<file path="src/rtl/mct_defines.svh">
// mct_defines.svh: constants for the match/capture counter-timer
`ifndef MCT_DEFINES_SVH
`define MCT_DEFINES_SVH
`define MCT_WIDE_BITS      32
`define MCT_NARROW_BITS    16
`define MCT_NUM_WIDE       2
`define MCT_NUM_NARROW     2
`define MCT_NUM_MATCH      4
`define MCT_EMA_NONE       2'h0
`define MCT_EMA_LOW        2'h1
`define MCT_EMA_HIGH       2'h2
`define MCT_EMA_TOGGLE     2'h3
`define MCT_EDGE_RISE      2'h1
`define MCT_EDGE_FALL      2'h2
`define MCT_EDGE_BOTH      2'h3
`define MCT_IRQ_CAP_BIT    4
`endif

</file>
<file path="src/rtl/mct_pkg.sv">
// mct_pkg.sv: types for the match/capture counter-timer
package mct_pkg;
  typedef enum logic {MCT_TIMER, MCT_COUNTER} mct_mode_e;
  typedef struct packed {
    logic      intEn;
    logic      resetOnMatch;
    logic      stopOnMatch;
    logic [1:0] extAction;
  } mct_match_cfg_s;
  typedef struct packed {
    logic [1:0] capEdge;
    logic       capIntEn;
    logic [1:0] clrEdge;
  } mct_cap_cfg_s;
endpackage : mct_pkg

</file>
<file path="src/rtl/mct_timer.sv">
// mct_timer.sv: one counter/timer instance with prescaler, match, capture
`timescale 1ns/1ps
`default_nettype none
`include "mct_defines.svh"

module mct_timer import mct_pkg::*; #(
  parameter int W = `MCT_WIDE_BITS
) (
  input  wire logic                      sys_clk,
  input  wire logic                      rst_n,
  input  wire logic                      runEn,
  input  wire mct_mode_e                 mode,
  input  wire logic [1:0]                cntEdge,
  input  wire logic [W-1:0]              prescaleTop,
  input  wire logic [4*W-1:0]            matchVal,
  input  wire mct_match_cfg_s [3:0]      matchCfg,
  input  wire mct_cap_cfg_s              capCfg,
  input  wire logic                      capPin,
  input  wire logic [4:0]                flagClr,
  output logic [W-1:0]                   count,
  output logic [W-1:0]                   capValue,
  output logic [3:0]                     matchOut,
  output logic [4:0]                     flags,
  output logic                           irq,
  output logic                           halted
);

  // ********************************************************************
  // parameter check
  // ********************************************************************
  if (W < 2 || W > 32) begin : gBadW
    $error("mct_timer width out of range");
  end

  // ********************************************************************
  // pin synchronisers and edge detection
  // ********************************************************************
  logic [2:0]   capSync_ff;
  logic [W-1:0] cnt_ff;
  logic [W-1:0] pre_ff;
  logic [W-1:0] cap_ff;
  logic [3:0]   mOut_ff;
  logic [4:0]   flag_ff;
  logic         irq_ff;
  logic         halt_ff;

  // the pin is asynchronous: two stages settle it before logic reads it;
  // the third stage only remembers the last level for edge detection
  always_ff @(posedge sys_clk or negedge rst_n) begin
    if (!rst_n) capSync_ff <= 3'h0;
    else        capSync_ff <= {capSync_ff[1:0], capPin};
  end

  // an edge select of zero never fires, so an unused input stays quiet
  function automatic logic edgeHit(input logic [1:0] sel,
                                   input logic       rise,
                                   input logic       fall);
    logic hit;
    hit = 1'b0;
    if (sel[0] && rise) hit = 1'b1;
    if (sel[1] && fall) hit = 1'b1;
    edgeHit = hit;
  endfunction : edgeHit

  // ********************************************************************
  // edge selection
  // ********************************************************************
  wire pinRise = capSync_ff[1] & ~capSync_ff[2];
  wire pinFall = ~capSync_ff[1] & capSync_ff[2];
  wire capHit  = edgeHit(capCfg.capEdge, pinRise, pinFall);
  wire clrHit  = edgeHit(capCfg.clrEdge, pinRise, pinFall);
  wire cntHit  = edgeHit(cntEdge, pinRise, pinFall);

  // ********************************************************************
  // prescaler and advance
  // ********************************************************************
  // a halted or disabled instance freezes the count, except that a capture clear still zeroes it, and holds the prescaler at zero
  // a terminal value of zero advances the count on every clock
  wire running = runEn & ~halt_ff;
  wire preWrap = (pre_ff == prescaleTop);
  wire tick    = running & ((mode == MCT_TIMER) ? preWrap
                                                : cntHit);

  // ********************************************************************
  // match compare and actions
  // ********************************************************************
  // what a match does to its pin; none leaves the level as it is
  function automatic logic pinAction(input logic [1:0] act,
                                     input logic       cur);
    case (act)
      `MCT_EMA_LOW:    pinAction = 1'b0;
      `MCT_EMA_HIGH:   pinAction = 1'b1;
      `MCT_EMA_TOGGLE: pinAction = ~cur;
      default:         pinAction = cur;
    endcase
  endfunction : pinAction

  logic [3:0] mHit;
  logic [3:0] mReset;
  logic [3:0] mStop;
  logic [3:0] nxt_mOut;
  for (genvar i = 0; i < 4; i++) begin : gMatch
    // compare while the count holds the value, once per advance
    assign mHit[i]   = tick & (cnt_ff == matchVal[i*W +: W]);
    assign mReset[i] = mHit[i] & matchCfg[i].resetOnMatch;
    assign mStop[i]  = mHit[i] & matchCfg[i].stopOnMatch;
    always_comb begin
      nxt_mOut[i] = mOut_ff[i];
      if (mHit[i]) begin
        nxt_mOut[i] = pinAction(matchCfg[i].extAction, mOut_ff[i]);
      end
    end
  end

  wire anyReset = |mReset;
  wire anyStop  = |mStop;

  // ********************************************************************
  // next count and prescaler
  // ********************************************************************
  logic [W-1:0] nxt_cnt;
  logic [W-1:0] nxt_pre;

  // a capture clear beats a reset or stop match on the count, though a stop still halts; continue is the default
  always_comb begin
    if (clrHit) begin
      nxt_cnt = '0;
    end else if (anyReset) begin
      nxt_cnt = '0;
    end else if (anyStop) begin
      // stop freezes on the matched value rather than one past it
      nxt_cnt = cnt_ff;
    end else if (tick) begin
      nxt_cnt = cnt_ff + W'(1);
    end else begin
      nxt_cnt = cnt_ff;
    end
  end

  // prescaler sits at zero while idle or counting pin edges
  always_comb begin
    if (clrHit || !running || mode != MCT_TIMER) begin
      nxt_pre = '0;
    end else if (preWrap) begin
      nxt_pre = '0;
    end else begin
      nxt_pre = pre_ff + W'(1);
    end
  end

  // ********************************************************************
  // interrupt flags
  // ********************************************************************
  logic [4:0] flagSet;
  logic [4:0] flagEn;
  for (genvar i = 0; i < 4; i++) begin : gFlag
    assign flagSet[i] = mHit[i];
    assign flagEn[i]  = matchCfg[i].intEn;
  end
  assign flagSet[`MCT_IRQ_CAP_BIT] = capHit;
  assign flagEn[`MCT_IRQ_CAP_BIT]  = capCfg.capIntEn;
  // set beats a clear arriving in the same cycle
  wire [4:0] nxt_flag = flagSet | (flag_ff & ~flagClr);
  // a flag set while its enable is low raises the line once enabled
  wire       nxt_irq  = |(nxt_flag & flagEn);

  // ********************************************************************
  // registers
  // ********************************************************************
  always_ff @(posedge sys_clk or negedge rst_n) begin
    if (!rst_n) cnt_ff <= '0;
    else        cnt_ff <= nxt_cnt;
  end

  always_ff @(posedge sys_clk or negedge rst_n) begin
    if (!rst_n) pre_ff <= '0;
    else        pre_ff <= nxt_pre;
  end

  // capture takes the count as it stands before this edge's advance
  always_ff @(posedge sys_clk or negedge rst_n) begin
    if (!rst_n)      cap_ff <= '0;
    else if (capHit) cap_ff <= cnt_ff;
  end

  always_ff @(posedge sys_clk or negedge rst_n) begin
    if (!rst_n) mOut_ff <= 4'h0;
    else        mOut_ff <= nxt_mOut;
  end

  always_ff @(posedge sys_clk or negedge rst_n) begin
    if (!rst_n) flag_ff <= 5'h00;
    else        flag_ff <= nxt_flag;
  end

  always_ff @(posedge sys_clk or negedge rst_n) begin
    if (!rst_n) irq_ff <= 1'b0;
    else        irq_ff <= nxt_irq;
  end

  // halt holds until software drops runEn to rearm; a user must
  // take runEn low for one clock before the instance counts again
  always_ff @(posedge sys_clk or negedge rst_n) begin
    if (!rst_n) halt_ff <= 1'b0;
    else        halt_ff <= runEn & (halt_ff | anyStop);
  end

  // ********************************************************************
  // outputs, each straight from its register
  // ********************************************************************
  assign count    = cnt_ff;
  assign capValue = cap_ff;
  assign matchOut = mOut_ff;
  assign flags    = flag_ff;
  assign irq      = irq_ff;
  assign halted   = halt_ff;

endmodule : mct_timer

// ********************************************************************
// four-instance bank
// ********************************************************************
module mct_bank import mct_pkg::*; #(
  parameter int WW = `MCT_WIDE_BITS,
  parameter int NW = `MCT_NARROW_BITS
) (
  input  wire logic                  sys_clk,
  input  wire logic                  rst_n,
  input  wire logic [3:0]            runEn,
  input  wire mct_mode_e [3:0]       mode,
  input  wire logic [7:0]            cntEdge,
  input  wire logic [4*WW-1:0]       prescaleTop,
  input  wire logic [16*WW-1:0]      matchVal,
  input  wire mct_match_cfg_s [15:0] matchCfg,
  input  wire mct_cap_cfg_s [3:0]    capCfg,
  input  wire logic [3:0]            capPin,
  input  wire logic [19:0]           flagClr,
  output logic [4*WW-1:0]            count,
  output logic [4*WW-1:0]            capValue,
  output logic [15:0]                matchOut,
  output logic [19:0]                flags,
  output logic [3:0]                 irq,
  output logic [3:0]                 halted
);
  // ********************************************************************
  // parameter check
  // ********************************************************************
  // narrow slices come out of wide lanes, so narrow may not exceed wide
  if (WW < 2 || WW > 32 || NW < 2 || NW > WW) begin : gBadBank
    $error("mct_bank width out of range");
  end

  // ********************************************************************
  // timer instances
  // ********************************************************************
  // instances 0,1 wide, 2,3 narrow; narrow results zero-extended
  for (genvar t = 0; t < 4; t++) begin : gTmr
    localparam int TW = (t < `MCT_NUM_WIDE) ? WW : NW;
    logic [TW-1:0]   cntW;
    logic [TW-1:0]   capW;
    logic [4*TW-1:0] mv;
    for (genvar m = 0; m < 4; m++) begin : gMv
      assign mv[m*TW +: TW] = matchVal[(t*4+m)*WW +: TW];
    end
    mct_timer #(.W(TW)) uTmr (
      .sys_clk     (sys_clk),
      .rst_n       (rst_n),
      .runEn       (runEn[t]),
      .mode        (mode[t]),
      .cntEdge     (cntEdge[2*t +: 2]),
      .prescaleTop (prescaleTop[t*WW +: TW]),
      .matchVal    (mv),
      .matchCfg    (matchCfg[4*t +: 4]),
      .capCfg      (capCfg[t]),
      .capPin      (capPin[t]),
      .flagClr     (flagClr[5*t +: 5]),
      .count       (cntW),
      .capValue    (capW),
      .matchOut    (matchOut[4*t +: 4]),
      .flags       (flags[5*t +: 5]),
      .irq         (irq[t]),
      .halted      (halted[t])
    );
    assign count[t*WW +: WW]    = WW'(cntW);
    assign capValue[t*WW +: WW] = WW'(capW);
  end
endmodule : mct_bank
`default_nettype wire
</file>
<file path="config.mk">
export PLATFORM = sky130hd
export DESIGN_NAME = mct_bank
export DESIGN_NICKNAME = d
export VERILOG_FILES = /design/src/rtl/mct_pkg.sv /design/src/rtl/mct_timer.sv
export VERILOG_INCLUDE_DIRS = /design/src /design/src/rtl
export SDC_FILE = /design/constraint.sdc
export NUM_CORES = 1
export LEC_CHECK = 0
export ABC_AREA = 1
export BUFFER_PORTS_ARGS = -buffer_cell sky130_fd_sc_hd__buf_2
export CORE_AREA = 3 3 418 420
export DETAILED_ROUTE_END_ITERATION = 7
export DIE_AREA = 0 0 421 423
export HOLD_SLACK_MARGIN = 0.08
export PLACE_DENSITY = 0.34
export SYNTH_ARGS = -nofsm -noshare
export SYNTH_HDL_FRONTEND = slang
export SYNTH_HIERARCHICAL = 1
export SYNTH_SLANG_ARGS = --single-unit
</file>
<file path="constraint.sdc">
create_clock -name sys_clk -period 2.95 [get_ports sys_clk]
set_clock_uncertainty 0.1 [all_clocks]
set_input_delay 0.4425 -clock sys_clk [delete_from_list [all_inputs] [get_ports sys_clk]]
set_output_delay 0.4425 -clock sys_clk [all_outputs]
set_load 0.02 [all_outputs]
</file>
==> reports/metrics.cfg, run 1 <==
[yosys]
synthArstFlopShare=1.00
synth_top_family_by_area=simple AND/OR/NAND/NOR gates
yosysWarnings=6
ys_seq_elements=344
synth_most_common_cell=nand2_1
synth-compound-area-share=0.0312
synth_top_area_cell=dfrtp_1
syn-cell-area_um2=26200
synth_area_per_cell_um2=6.99
synthXorXnorAreaFrac=0.167
synth_edf_count=0
ys_top_cells_by_area=dfrtp_1 (33%), nand2_1 (14%), xor2_1 (9.2%)
ys.flop_type=dfrtp_1
yosys-top-cells-count=nand2_1 (1008), nor2_1 (554), inv_1 (390), dfrtp_1 (344), xor2_1 (276)
yosysUniqueCellTypes=44
synthAdderAreaFrac=0.00382
synthMuxAreaShare=0.00774
yosysTopAreaCellShare=0.329
ys_seq_area_frac=0.329
syn_inst=3743
synth-simple-area-share=0.341

[sta]
fmax_ghz=0.359
maxSlewHeadroom=0.508
fin_crit_ns=2.79
min_period_over_period=0.945
hold_viol=0
finalSetupViolCount=0
setup_tns_ns=0
rsz0062_at_grt=no
worstMarginPinSlew_ns=0.735
maxSlewViolCount=0
hold_ws_ns=0.106

[detailed_routing]
drtAntennaViolNets=0
routed_wl_um=128000
drc=0
vias=26500
detail_route.first_pass.iterations=5
drt-initial-drc-count=1432
vias_per_cell=3.73
wl_per_cell_um=18.0

[floorplanning]
row_count=152
die-area_um2=178000
die_y_um=423
core_um2=171000
initial_core_util=0.153
die_x_um=421
io_pins=1082

[place]
place_area_um2=33700
placed_cells=6927
hpwl_um=104000
gp_congestion=0.862
port_buffers=857

[power_and_ir_drop]
ir_drop_mv=0.403
power_density_nw_per_um2=409
leakage_uw=0.0184

[grt]
grt.busiest_layer=met2
use_met1=0.176
grt_max_degree=62
grt_overflow=0
grt_usage=0.139
antenna_found_initial=41
grt_pass1_wl_um=184000
grt_use_met2=0.240
grt_use_met3=0.0255
grt_pass1_vias=26100

[min_path]
min_from=matchCfg[6]
hp-class=input pin to flip-flop
hold_depth=3

[setup_path]
r2r_slack_ns=0.16
r2r-end=gTmr[0].uTmr/matchOut[3]$_DFFE_PN0P_
cp.required_ns=3.38
worstPathArrival_ns=3.22
worstPathMaxFanout=9
r2r_cells=11
cp-endpoint=gTmr[0].uTmr/matchOut[3]$_DFFE_PN0P_
crit_path_start_kind=flip-flop
cp-end-kind=flip-flop
crit_start=gTmr[0].uTmr/count[21]$_DFFE_PN0P_
path_class=flip-flop to flip-flop
r2r-start=gTmr[0].uTmr/count[21]$_DFFE_PN0P_

[cts]
cts_buffers=51
clock_sinks=344
clkTransAtPathRegs_ns=0.06
cts_root_buf=clkbuf_16
cts_buffer_depth=3
cts_tree=yes
clk_latency_ns=0.65
htree_levels=2

[outcome]
status=finished clean

[finish]
final_nets=5542
stdcell_area_um2=36300
fin_cells=7115
final_core_util=0.212
area_growth_pct=38.8
drive_gt1_frac=0.270

[run]
drv_cap=0

==> final cells by class <==
type	count	area [µm²]
clock inverters	18	265
flip-flops and latches	344	8620
well taps	2310	2890
fillers	19600	135000
repair buffers	1116	6700
multi-input cells	2803	14700
clock buffers	73	1470
inverters	436	1640
diodes	15	37.5
==> how the worst min path moves through the flow <==
stage | endpoint | slack (ns)
after floorplan | gTmr[0].uTmr/capSync_ff[0]$_DFF_PN0_ | 0.05
after global placement | gTmr[1].uTmr/capSync_ff[1]$_DFF_PN0_ | 0.23
after detailed placement | gTmr[1].uTmr/capSync_ff[1]$_DFF_PN0_ | 0.23
after CTS | gTmr[0].uTmr/matchOut[1]$_DFFE_PN0P_ | 0.08
after global routing | gTmr[0].uTmr/matchOut[1]$_DFFE_PN0P_ | 0.12
final | gTmr[0].uTmr/matchOut[1]$_DFFE_PN0P_ | 0.11
==> stage by stage <==
stage | power (µW) | setup slack, ns
3_5_place_dp | 8450 | -0.106
6_report | 14800 | 0.163
5_1_grt | 15700 | 0.00114
3_3_place_gp | 8450 | -0.0922
4_1_cts | 15300 | 0.0116
2_1_floorplan | 6940 | 0.749
==> worst max-delay path, cell delays in order (launching register included) <==
cell and delay (ns):
dfrtp_1 0.58, xor2_1 0.25, nor2_1 0.10, nand2_1 0.05, nor2_1 0.17, nand2_1 0.22, nor2_4 0.26, buf_4 0.18
nand2_1 0.08, nor2_1 0.09, a21oi_1 0.04, dlygate4sd3_1 0.55
==> logic make-up after synthesis <==
kind of cell	Yosys count
DFF	344
xor gates and xnor gates	496
buffers and inverters	660
muxes	18
AOI/OAI and AO/OA	156
and+or+nand+nor	2060
adders and majority gates	8
other	1
==> power breakdown <==
part / leakage, µW / internal (µW) / switching (µW)
Combinational: 0.0130 / 1220 / 1910
Clock: 0.000849 / 3820 / 2640
Sequential: 0.00450 / 4980 / 278
Total: 0.0184 / 10000 / 4820
==> placed cells by master (no fill, tap or decap), types with 18 or more instances in the layout <==
master,count
a21oi_1,118
buf_12,21
buf_2,856
buf_4,159
clkbuf_16,51
conb_1,64
dfrtp_1,332
dlygate4sd3_1,79
inv_1,390
inv_2,46
mux2_2,18
nand2_1,1004
nand2_2,20
nand3_1,206
nand4_1,66
nor2_1,549
nor2_2,22
nor3_1,90
nor4_1,28
xnor2_1,218
xor2_1,276
==> timing repair <==
item | 4_1_cts | 5_1_grt
endpoints found under the setup margin | 29 | 62
cloned | 1 | 0
pin swaps | 2 | 1
gates resized for setup | 6 | 18
hold buffers | 79 | 0
setup buffers | 0 | 2
endpoints found under the hold margin | 96 | 0
==> metal layers <==
layer | vias to the layer above | wire [µm] | share of wire
met1 | 12300 | 55800 | 0.44
li1 | 13400 | - | -
met4 | 24 | 2730 | 0.021
met5 | - | 165 | 0.0013
met3 | 152 | 6180 | 0.048
met2 | 638 | 63300 | 0.49
==> registers in the layout, indices dropped and copies added, names as in the netlist <==
signal / flops
gTmr.uTmr/capSync_ff: 12
gTmr.uTmr/matchOut: 16
gTmr.uTmr/count: 96
gTmr.uTmr/capValue: 96
gTmr.uTmr/halted: 4
gTmr.uTmr/irq: 4
gTmr.uTmr/flags: 20
gTmr.uTmr/pre_ff: 96
Power figures use the tool's default switching activity.
==> run 2, diff against run 1 <==
- CORE_AREA: 3 3 418 420 -> 3 3 416 418
- DIE_AREA: 0 0 421 423 -> 0 0 419 421
- SYNTH_HIERARCHICAL: 1 -> unset
==> reports/metrics.cfg, run 2 <==
[outcome]
status=finished clean

[setup_path]
crit_path_max_incr_delay_ns=0.57  ; about the same
path_class=flip-flop to flip-flop
crit_path_start_kind=flip-flop
critPathTopFamily=buffers and inverters
timing.critical_path.buf_inv=4  ; +2
cpMostUsedCell=nand2_1
path_cells=buf_4 > xor2_1 > nor2_1 > nand2_1 > nor2_1 > buf_4 > nand2_1 > nor2_2 > buf_4 > nand2_1 > o21ai_0 > nand2_1 > dlygate4sd3_1 > nand4_1
cp.required_ns=3.44  ; +0.06 ns
crit_slowest_cell=dlygate4sd3_1
worstPathMaxFanout=4  ; -5
worstPathArrival_ns=3.38  ; +0.16 ns
cp-end-kind=flip-flop

[power_and_ir_drop]
power_switching_uw=4590  ; -4.9%
clock_power_share=0.438  ; +0.003
pwr-share-seq=0.357  ; +0.003
power_uw=14400  ; -2.7%
leakage_uw=0.0178  ; -3.3%
internal-power_uw=9850  ; -1.7%
ir_drop_mv=0.474  ; +18%
p_comb_frac=0.205  ; -0.006
power_density_nw_per_um2=402  ; -1.7%
power_switching_share=0.318  ; -0.00723

[cts]
clkTransAtPathRegs_ns=0.06  ; about the same
cts_buffer_depth=3  ; unchanged
cts_buffers=52  ; +2.0%
cts_root_buf=clkbuf_16
clk_latency_ns=0.66  ; about the same
clock_sinks=344  ; unchanged
postCtsSetupBuffers=0  ; unchanged
htree_levels=2  ; unchanged
cts_tree=yes

[grt]
grt_max_degree=63  ; +1.6%
grt_overflow=0  ; unchanged
grt_pass1_vias=26100  ; -0.20%
antenna_found_initial=39  ; -4.9%
grt_pass1_wl_um=188000  ; +2.3%
grt_usage=0.148  ; +0.00877

[sta]
hold_viol=0  ; unchanged
finalSetupViolCount=0  ; unchanged
maxSlewViolCount=0  ; unchanged
rsz0062_at_grt=yes
maxSlewHeadroom=0.474  ; -0.0341
fmax_ghz=0.346  ; -3.5%
worstMarginPinSlew_ns=0.789  ; +0.0537 ns
fin_crit_ns=2.89  ; +0.101 ns
min_period_over_period=0.979  ; +0.0343

[detailed_routing]
drt-initial-drc-count=1537  ; +7.3%
routed_wl_um=134000  ; +4.6%
vias=25800  ; -2.6%
detail_route.first_pass.iterations=7  ; +2
drc=0  ; unchanged
wl_per_cell_um=19.7  ; +9.2%
vias_per_cell=3.79  ; +1.7%
drtAntennaViolNets=0  ; unchanged

[yosys]
ys_top_cells_by_area=dfrtp_1 (34%), nand2_1 (12%), xor2_1 (11%)
yosysWarnings=0  ; -6
synth_area_per_cell_um2=7.31  ; +4.6%
ys.flop_type=dfrtp_1
synth_top_area_cell=dfrtp_1
synth_edf_count=0  ; unchanged
yosysTopAreaCellShare=0.338  ; +0.00908
yosys-top-cells-count=nand2_1 (784), nor2_1 (520), dfrtp_1 (344), xor2_1 (332), inv_1 (300)
syn_inst=3482  ; -7.0%
yosysUniqueCellTypes=46  ; +4.5%
syn-cell-area_um2=25500  ; -2.7%
synthArstFlopShare=1.00  ; unchanged
synth_most_common_cell=nand2_1
ys_seq_area_frac=0.338  ; +0.00908
ys_seq_elements=344  ; unchanged

[min_path]
hp-class=input pin to flip-flop

[floorplanning]
initial_core_util=0.150  ; -0.00245
die-area_um2=176000  ; -0.95%
die_y_um=421  ; -0.47%
core_um2=169000  ; -1.1%
row_count=151  ; -0.66%
io_pins=1082  ; unchanged
die_x_um=419  ; -0.48%

[finish]
final_nets=5334  ; -3.8%
stdcell_area_um2=35900  ; -1.1%
drive_gt1_frac=0.294  ; +0.0242
area_growth_pct=41.1
layout_common_cells=buf_2 (856), nand2_1 (782), nor2_1 (509)
layout_commonest_cell=buf_2

[place]
gp_congestion=0.898  ; +4.2%
place_area_um2=33300  ; -1.2%
hpwl_um=112000  ; +7.6%
port_buffers=857  ; unchanged

[run]
drv_cap=0  ; unchanged

run 2: area by class of cell:
class / instances / area, µm²
Fill cell: 19300 / 134000
Multi-Input combinational cell: 2633 / 14400
Sequential cell: 344 / 8630
Timing Repair Buffer: 1184 / 7170
Tap cell: 2218 / 2780
Clock buffer: 77 / 1490
Inverter: 329 / 1230
Clock inverter: 16 / 209
Antenna cell: 17 / 42.5
run 2: stage by stage:
step                setup TNS [ns]  hold slack, ns  setup WS (ns)  utilization  instances
finish                           0           0.143         0.0616        0.212       6818
global route               -0.0157           0.192        -0.0157        0.212       6811
CTS                              0           0.128        0.00271        0.211       6801
detailed placement           -4.70           0.236         -0.183        0.196       6624
global placement             -5.29           0.233         -0.189        0.196       6624
floorplan                        0          0.0469          0.814            -       3545
run 2: power by group through the flow:
stage / Clock [µW] / Combinational, µW / Sequential, µW
after floorplan: 0 / 1240 / 5430
after global placement: 0 / 2920 / 5240
after detailed placement: 0 / 2920 / 5240
after CTS: 6680 / 3020 / 5160
after global routing: 6810 / 3230 / 5190
final: 6320 / 2950 / 5160
run 2: routing by layer:
metal	vias up	wire, µm	track usage
li1	12900	-	-
met1	12000	54400	0.175
met2	771	66100	0.257
met4	16	5310	0.0582
met5	-	96	0
met3	186	8300	0.0317
run 2: logic make-up (layout without fill, tap and decap cells):
| logic type | Yosys count | after routing | synth area share |
|---|---|---|---|
| xor+xnor | 547 | 547 | 0.188 |
| flops | 344 | 344 | 0.338 |
| fa+ha+maj | 8 | 8 | 0.00393 |
| mux | 23 | 23 | 0.0102 |
| other cells | 1 | 81 | 0.000147 |
| buf+inv | 568 | 1606 | 0.109 |
| simple gates | 1820 | 1820 | 0.314 |
| compound gates | 171 | 171 | 0.0361 |
run 2: what timing repair did:
item	CTS	global route
setup endpoints to repair	30	38
hold endpoints to repair	94	0
hold buffers	84	0
gates resized for setup	5	28
run 2: final timing paths:
| path | startpoint | endpoint | slack (ns) | cells past startpoint |
|---|---|---|---|---|
| min in group asynchronous | rst_n | gTmr[2].uTmr.capValue[5]$_DFFE_PN0P_ | 0.22 | 2 |
| setup reg to reg | gTmr[1].uTmr.count[3]$_DFFE_PN0P_ | gTmr[1].uTmr.irq$_DFF_PN0_ | 0.06 | 14 |
| hold / removal | flagClr[14] | gTmr[2].uTmr.flags[4]$_DFF_PN0_ | 0.14 | 2 |
| max in group asynchronous | rst_n | gTmr[3].uTmr.pre_ff[13]$_DFF_PN0_ | 1.65 | 3 |
| hold reg to reg | gTmr[0].uTmr.capSync_ff[0]$_DFF_PN0_ | gTmr[0].uTmr.capSync_ff[1]$_DFF_PN0_ | 0.24 | 0 |
| setup / recovery | gTmr[1].uTmr.count[3]$_DFFE_PN0P_ | gTmr[1].uTmr.irq$_DFF_PN0_ | 0.06 | 14 |
==> run 3, diff against run 2 <==
- ABC_AREA: 1 -> unset
- CORE_AREA: 3 3 416 418 -> 3 3 417 419
- DIE_AREA: 0 0 419 421 -> 0 0 420 422
- PLACE_DENSITY: 0.34 -> 0.32
==> reports/metrics.cfg, run 3 <==
[grt]
grt_pass1_wl_um=174000  ; -7.6%
grt.busiest_layer=met2
grt_overflow=0  ; unchanged
grt_max_degree=58  ; -7.9%
use_met1=0.165  ; -0.0109
grt_pass1_vias=22700  ; -13%
grt_usage=0.138  ; -0.00970
grt_use_met3=0.0283  ; -0.00338
antenna_found_initial=30  ; -23%
grt_use_met2=0.248  ; -0.00882

[setup_path]
r2r_slack_ns=0.07  ; about the same
path_class=flip-flop to flip-flop
worstPathArrival_ns=3.31  ; -0.07 ns
crit_slowest_cell=dfrtp_1
r2r-end=gTmr[0].uTmr.count[8]$_DFFE_PN0P_
worstPathMaxFanout=10  ; +6
critPathTopFamily=buffers and inverters
r2r_cells=13  ; -1
cp-end-kind=flip-flop
cp.required_ns=3.38  ; -0.06 ns
timing.critical_path.buf_inv=6  ; +2
path_cells=buf_4 > xnor2_1 > nand4_1 > buf_12 > nor4_4 > buf_6 > and3_4 > a2111oi_4 > buf_4 > o21ai_4 > buf_12 > clkbuf_16 > a21oi_1
crit_path_max_incr_delay_ns=0.42  ; -0.15 ns
crit_path_start_kind=flip-flop
r2r-start=gTmr[0].uTmr.count[19]$_DFFE_PN0P_

[detailed_routing]
vias_per_cell=3.76  ; -0.64%
wl_per_cell_um=21.9  ; +11%
drt-initial-drc-count=1164  ; -24%
drtAntennaViolNets=0  ; unchanged
detail_route.first_pass.iterations=5  ; -2
vias=21700  ; -16%
routed_wl_um=127000  ; -5.6%
drc=0  ; unchanged

[yosys]
ys_seq_area_frac=0.386  ; +0.0484
ys_top_cells_by_area=dfrtp_1 (39%), xnor2_1 (16%), xor2_1 (6.2%)
yosysTopAreaCellShare=0.386  ; +0.0484
synth_most_common_cell=xnor2_1
syn-cell-area_um2=22300  ; -13%
yosysUniqueCellTypes=68  ; +48%
yosys-top-cells-count=xnor2_1 (415), dfrtp_1 (344), xor2_1 (158), nand4_1 (140), nor2_1 (139)
ys_seq_elements=344  ; unchanged
synth_edf_count=0  ; unchanged
synth_top_area_cell=dfrtp_1
yosysWarnings=0  ; unchanged
ys.flop_type=dfrtp_1
synth_area_per_cell_um2=9.56  ; +31%
syn_inst=2331  ; -33%
synthArstFlopShare=1.00  ; unchanged

[place]
placed_cells=5575  ; -16%
hpwl_um=105000  ; -6.4%
port_buffers=857  ; unchanged
gp_congestion=0.867  ; -3.5%

[min_path]
hp-class=input pin to flip-flop
min_from=matchCfg[79]
holdPathEnd=gTmr[3].uTmr.irq$_DFF_PN0_
hold_depth=4  ; +2

[finish]
drive_gt1_frac=0.416  ; +0.122
layout_common_cells=buf_2 (856), xnor2_1 (407), dfrtp_1 (322)
fin_cells=5775  ; -15%
fill_cells=19100  ; -1.0%
final_nets=4275  ; -20%
area_growth_pct=55.4
layout_commonest_cell=buf_2

[cts]
clock_sinks=344  ; unchanged
clkTransAtPathRegs_ns=0.06  ; about the same
cts_buffers=53  ; +1.9%
clk_latency_ns=0.66  ; about the same
htree_levels=2  ; unchanged
cts_tree=yes
cts_buffer_depth=3  ; unchanged
cts_root_buf=clkbuf_16

[power_and_ir_drop]
internal-power_uw=10500  ; +6.2%
ir_drop_mv=0.360  ; -24%
pwr-share-seq=0.341  ; -0.016
power_switching_uw=4380  ; -4.6%
leakage_uw=0.0154  ; -13%
power_density_nw_per_um2=429  ; +6.6%
clock_power_share=0.476  ; +0.038
p_comb_frac=0.183  ; -0.022
power_switching_share=0.295  ; -0.0228

[floorplanning]
die-area_um2=177000  ; +0.48%
initial_core_util=0.130  ; -0.0200
die_x_um=420  ; +0.24%
die_y_um=422  ; +0.24%
core_um2=171000  ; +0.89%
io_pins=1082  ; unchanged
row_count=152  ; +0.66%

[sta]
hold_viol=0  ; unchanged
setup_tns_ns=0  ; unchanged
min_period_over_period=0.976  ; -0.00314
maxSlewViolCount=0  ; unchanged
fin_crit_ns=2.88  ; -0.00927 ns
maxSlewHeadroom=0.233  ; -0.241
worstMarginPinSlew_ns=1.15  ; +0.362 ns
fmax_ghz=0.347  ; +0.32%
finalSetupViolCount=0  ; unchanged

[run]
drv_cap=0  ; unchanged

[outcome]
status=finished clean

## run 3: worst register-to-register path, cell delays in order (launching register included)
cell	delay, ns
dfrtp_1	0.42
buf_4	0.18
xnor2_1	0.16
nand4_1	0.26
buf_12	0.24
nor4_4	0.24
buf_6	0.18
and3_4	0.21
a2111oi_4	0.04
buf_4	0.17
o21ai_4	0.20
buf_12	0.15
clkbuf_16	0.16
a21oi_1	0.05
## run 3: how the worst max path moves through the flow
stage | slack [ns] | endpoint | startpoint | depth (start not counted)
floorplan | 0.53 | gTmr[3].uTmr.count[1]$_DFFE_PN0P_ | gTmr[3].uTmr.count[1]$_DFFE_PN0P_ | 10
global placement | -0.38 | gTmr[0].uTmr.count[1]$_DFFE_PN0P_ | gTmr[0].uTmr.count[9]$_DFFE_PN0P_ | 11
detailed placement | -0.33 | gTmr[0].uTmr.count[1]$_DFFE_PN0P_ | gTmr[0].uTmr.count[9]$_DFFE_PN0P_ | 11
CTS | -0.008 | gTmr[0].uTmr.count[18]$_DFFE_PN0P_ | gTmr[0].uTmr.count[19]$_DFFE_PN0P_ | 12
global route | -0.002 | gTmr[0].uTmr.count[19]$_DFFE_PN0P_ | gTmr[0].uTmr.count[19]$_DFFE_PN0P_ | 13
finish | 0.07 | gTmr[0].uTmr.count[8]$_DFFE_PN0P_ | gTmr[0].uTmr.count[19]$_DFFE_PN0P_ | 13
## run 3: final cells by class
type	count	area, µm²	share of cell area
Multi-Input combinational cell	1762	12700	0.367
Sequential cell	344	8640	0.249
Timing Repair Buffer	1271	8350	0.241
Tap cell	2233	2790	0.0807
Clock buffer	70	1500	0.0434
Clock inverter	28	405	0.0117
Inverter	53	199	0.00575
Antenna cell	14	35.0	0.00101
## run 3: logic make-up (layout without fill, tap and decap cells)
kind of cell / after synthesis / after routing / synth area share
mux: 97 / 97 / 0.0490
flops: 344 / 344 / 0.386
other cells: 1 / 78 / 0.000168
compound gates: 271 / 271 / 0.0816
xor+xnor: 573 / 573 / 0.225
simple gates: 749 / 749 / 0.184
buf+inv: 288 / 1422 / 0.0687
fa+ha+maj: 8 / 8 / 0.00449
## run 3: layer usage
| layer | routed length, µm | share of wire |
|---|---|---|
| met5 | 124 | 0.00098 |
| met4 | 2880 | 0.023 |
| met3 | 6570 | 0.052 |
| met2 | 65300 | 0.52 |
| met1 | 51800 | 0.41 |
## run 3: timing repair
action / CTS / global route
setup buffers: 2 / 4
gates resized for setup: 19 / 56
cloned: 0 / 4
endpoints found under the hold margin: 90 / 0
endpoints found under the setup margin: 88 / 81
hold buffers: 78 / 0
pin swaps: 1 / 8
## run 3: stage by stage
step / hold WS (ns) / area, µm² / worst slack, ns / utilization / power (µW)
3_3_place_gp: 0.233 / 31400 / -0.375 / 0.184 / 7780
2_1_floorplan: 0.0469 / 22500 / 0.534 / - / 6300
4_1_cts: 0.0838 / 34200 / -0.00808 / 0.200 / 15200
3_5_place_dp: 0.236 / 31400 / -0.333 / 0.184 / 7780
5_1_grt: 0.150 / 34600 / -0.00185 / 0.202 / 15600
6_report: 0.160 / 34600 / 0.0709 / 0.203 / 14800
## run 3: power by group through the flow
stage	registers, µW	clock network [µW]	logic, µW
floorplan	5190	0	1110
global placement	5140	0	2640
detailed placement	5140	0	2630
CTS	5060	7410	2740
global route	5080	7540	2950
finish	5060	7070	2720
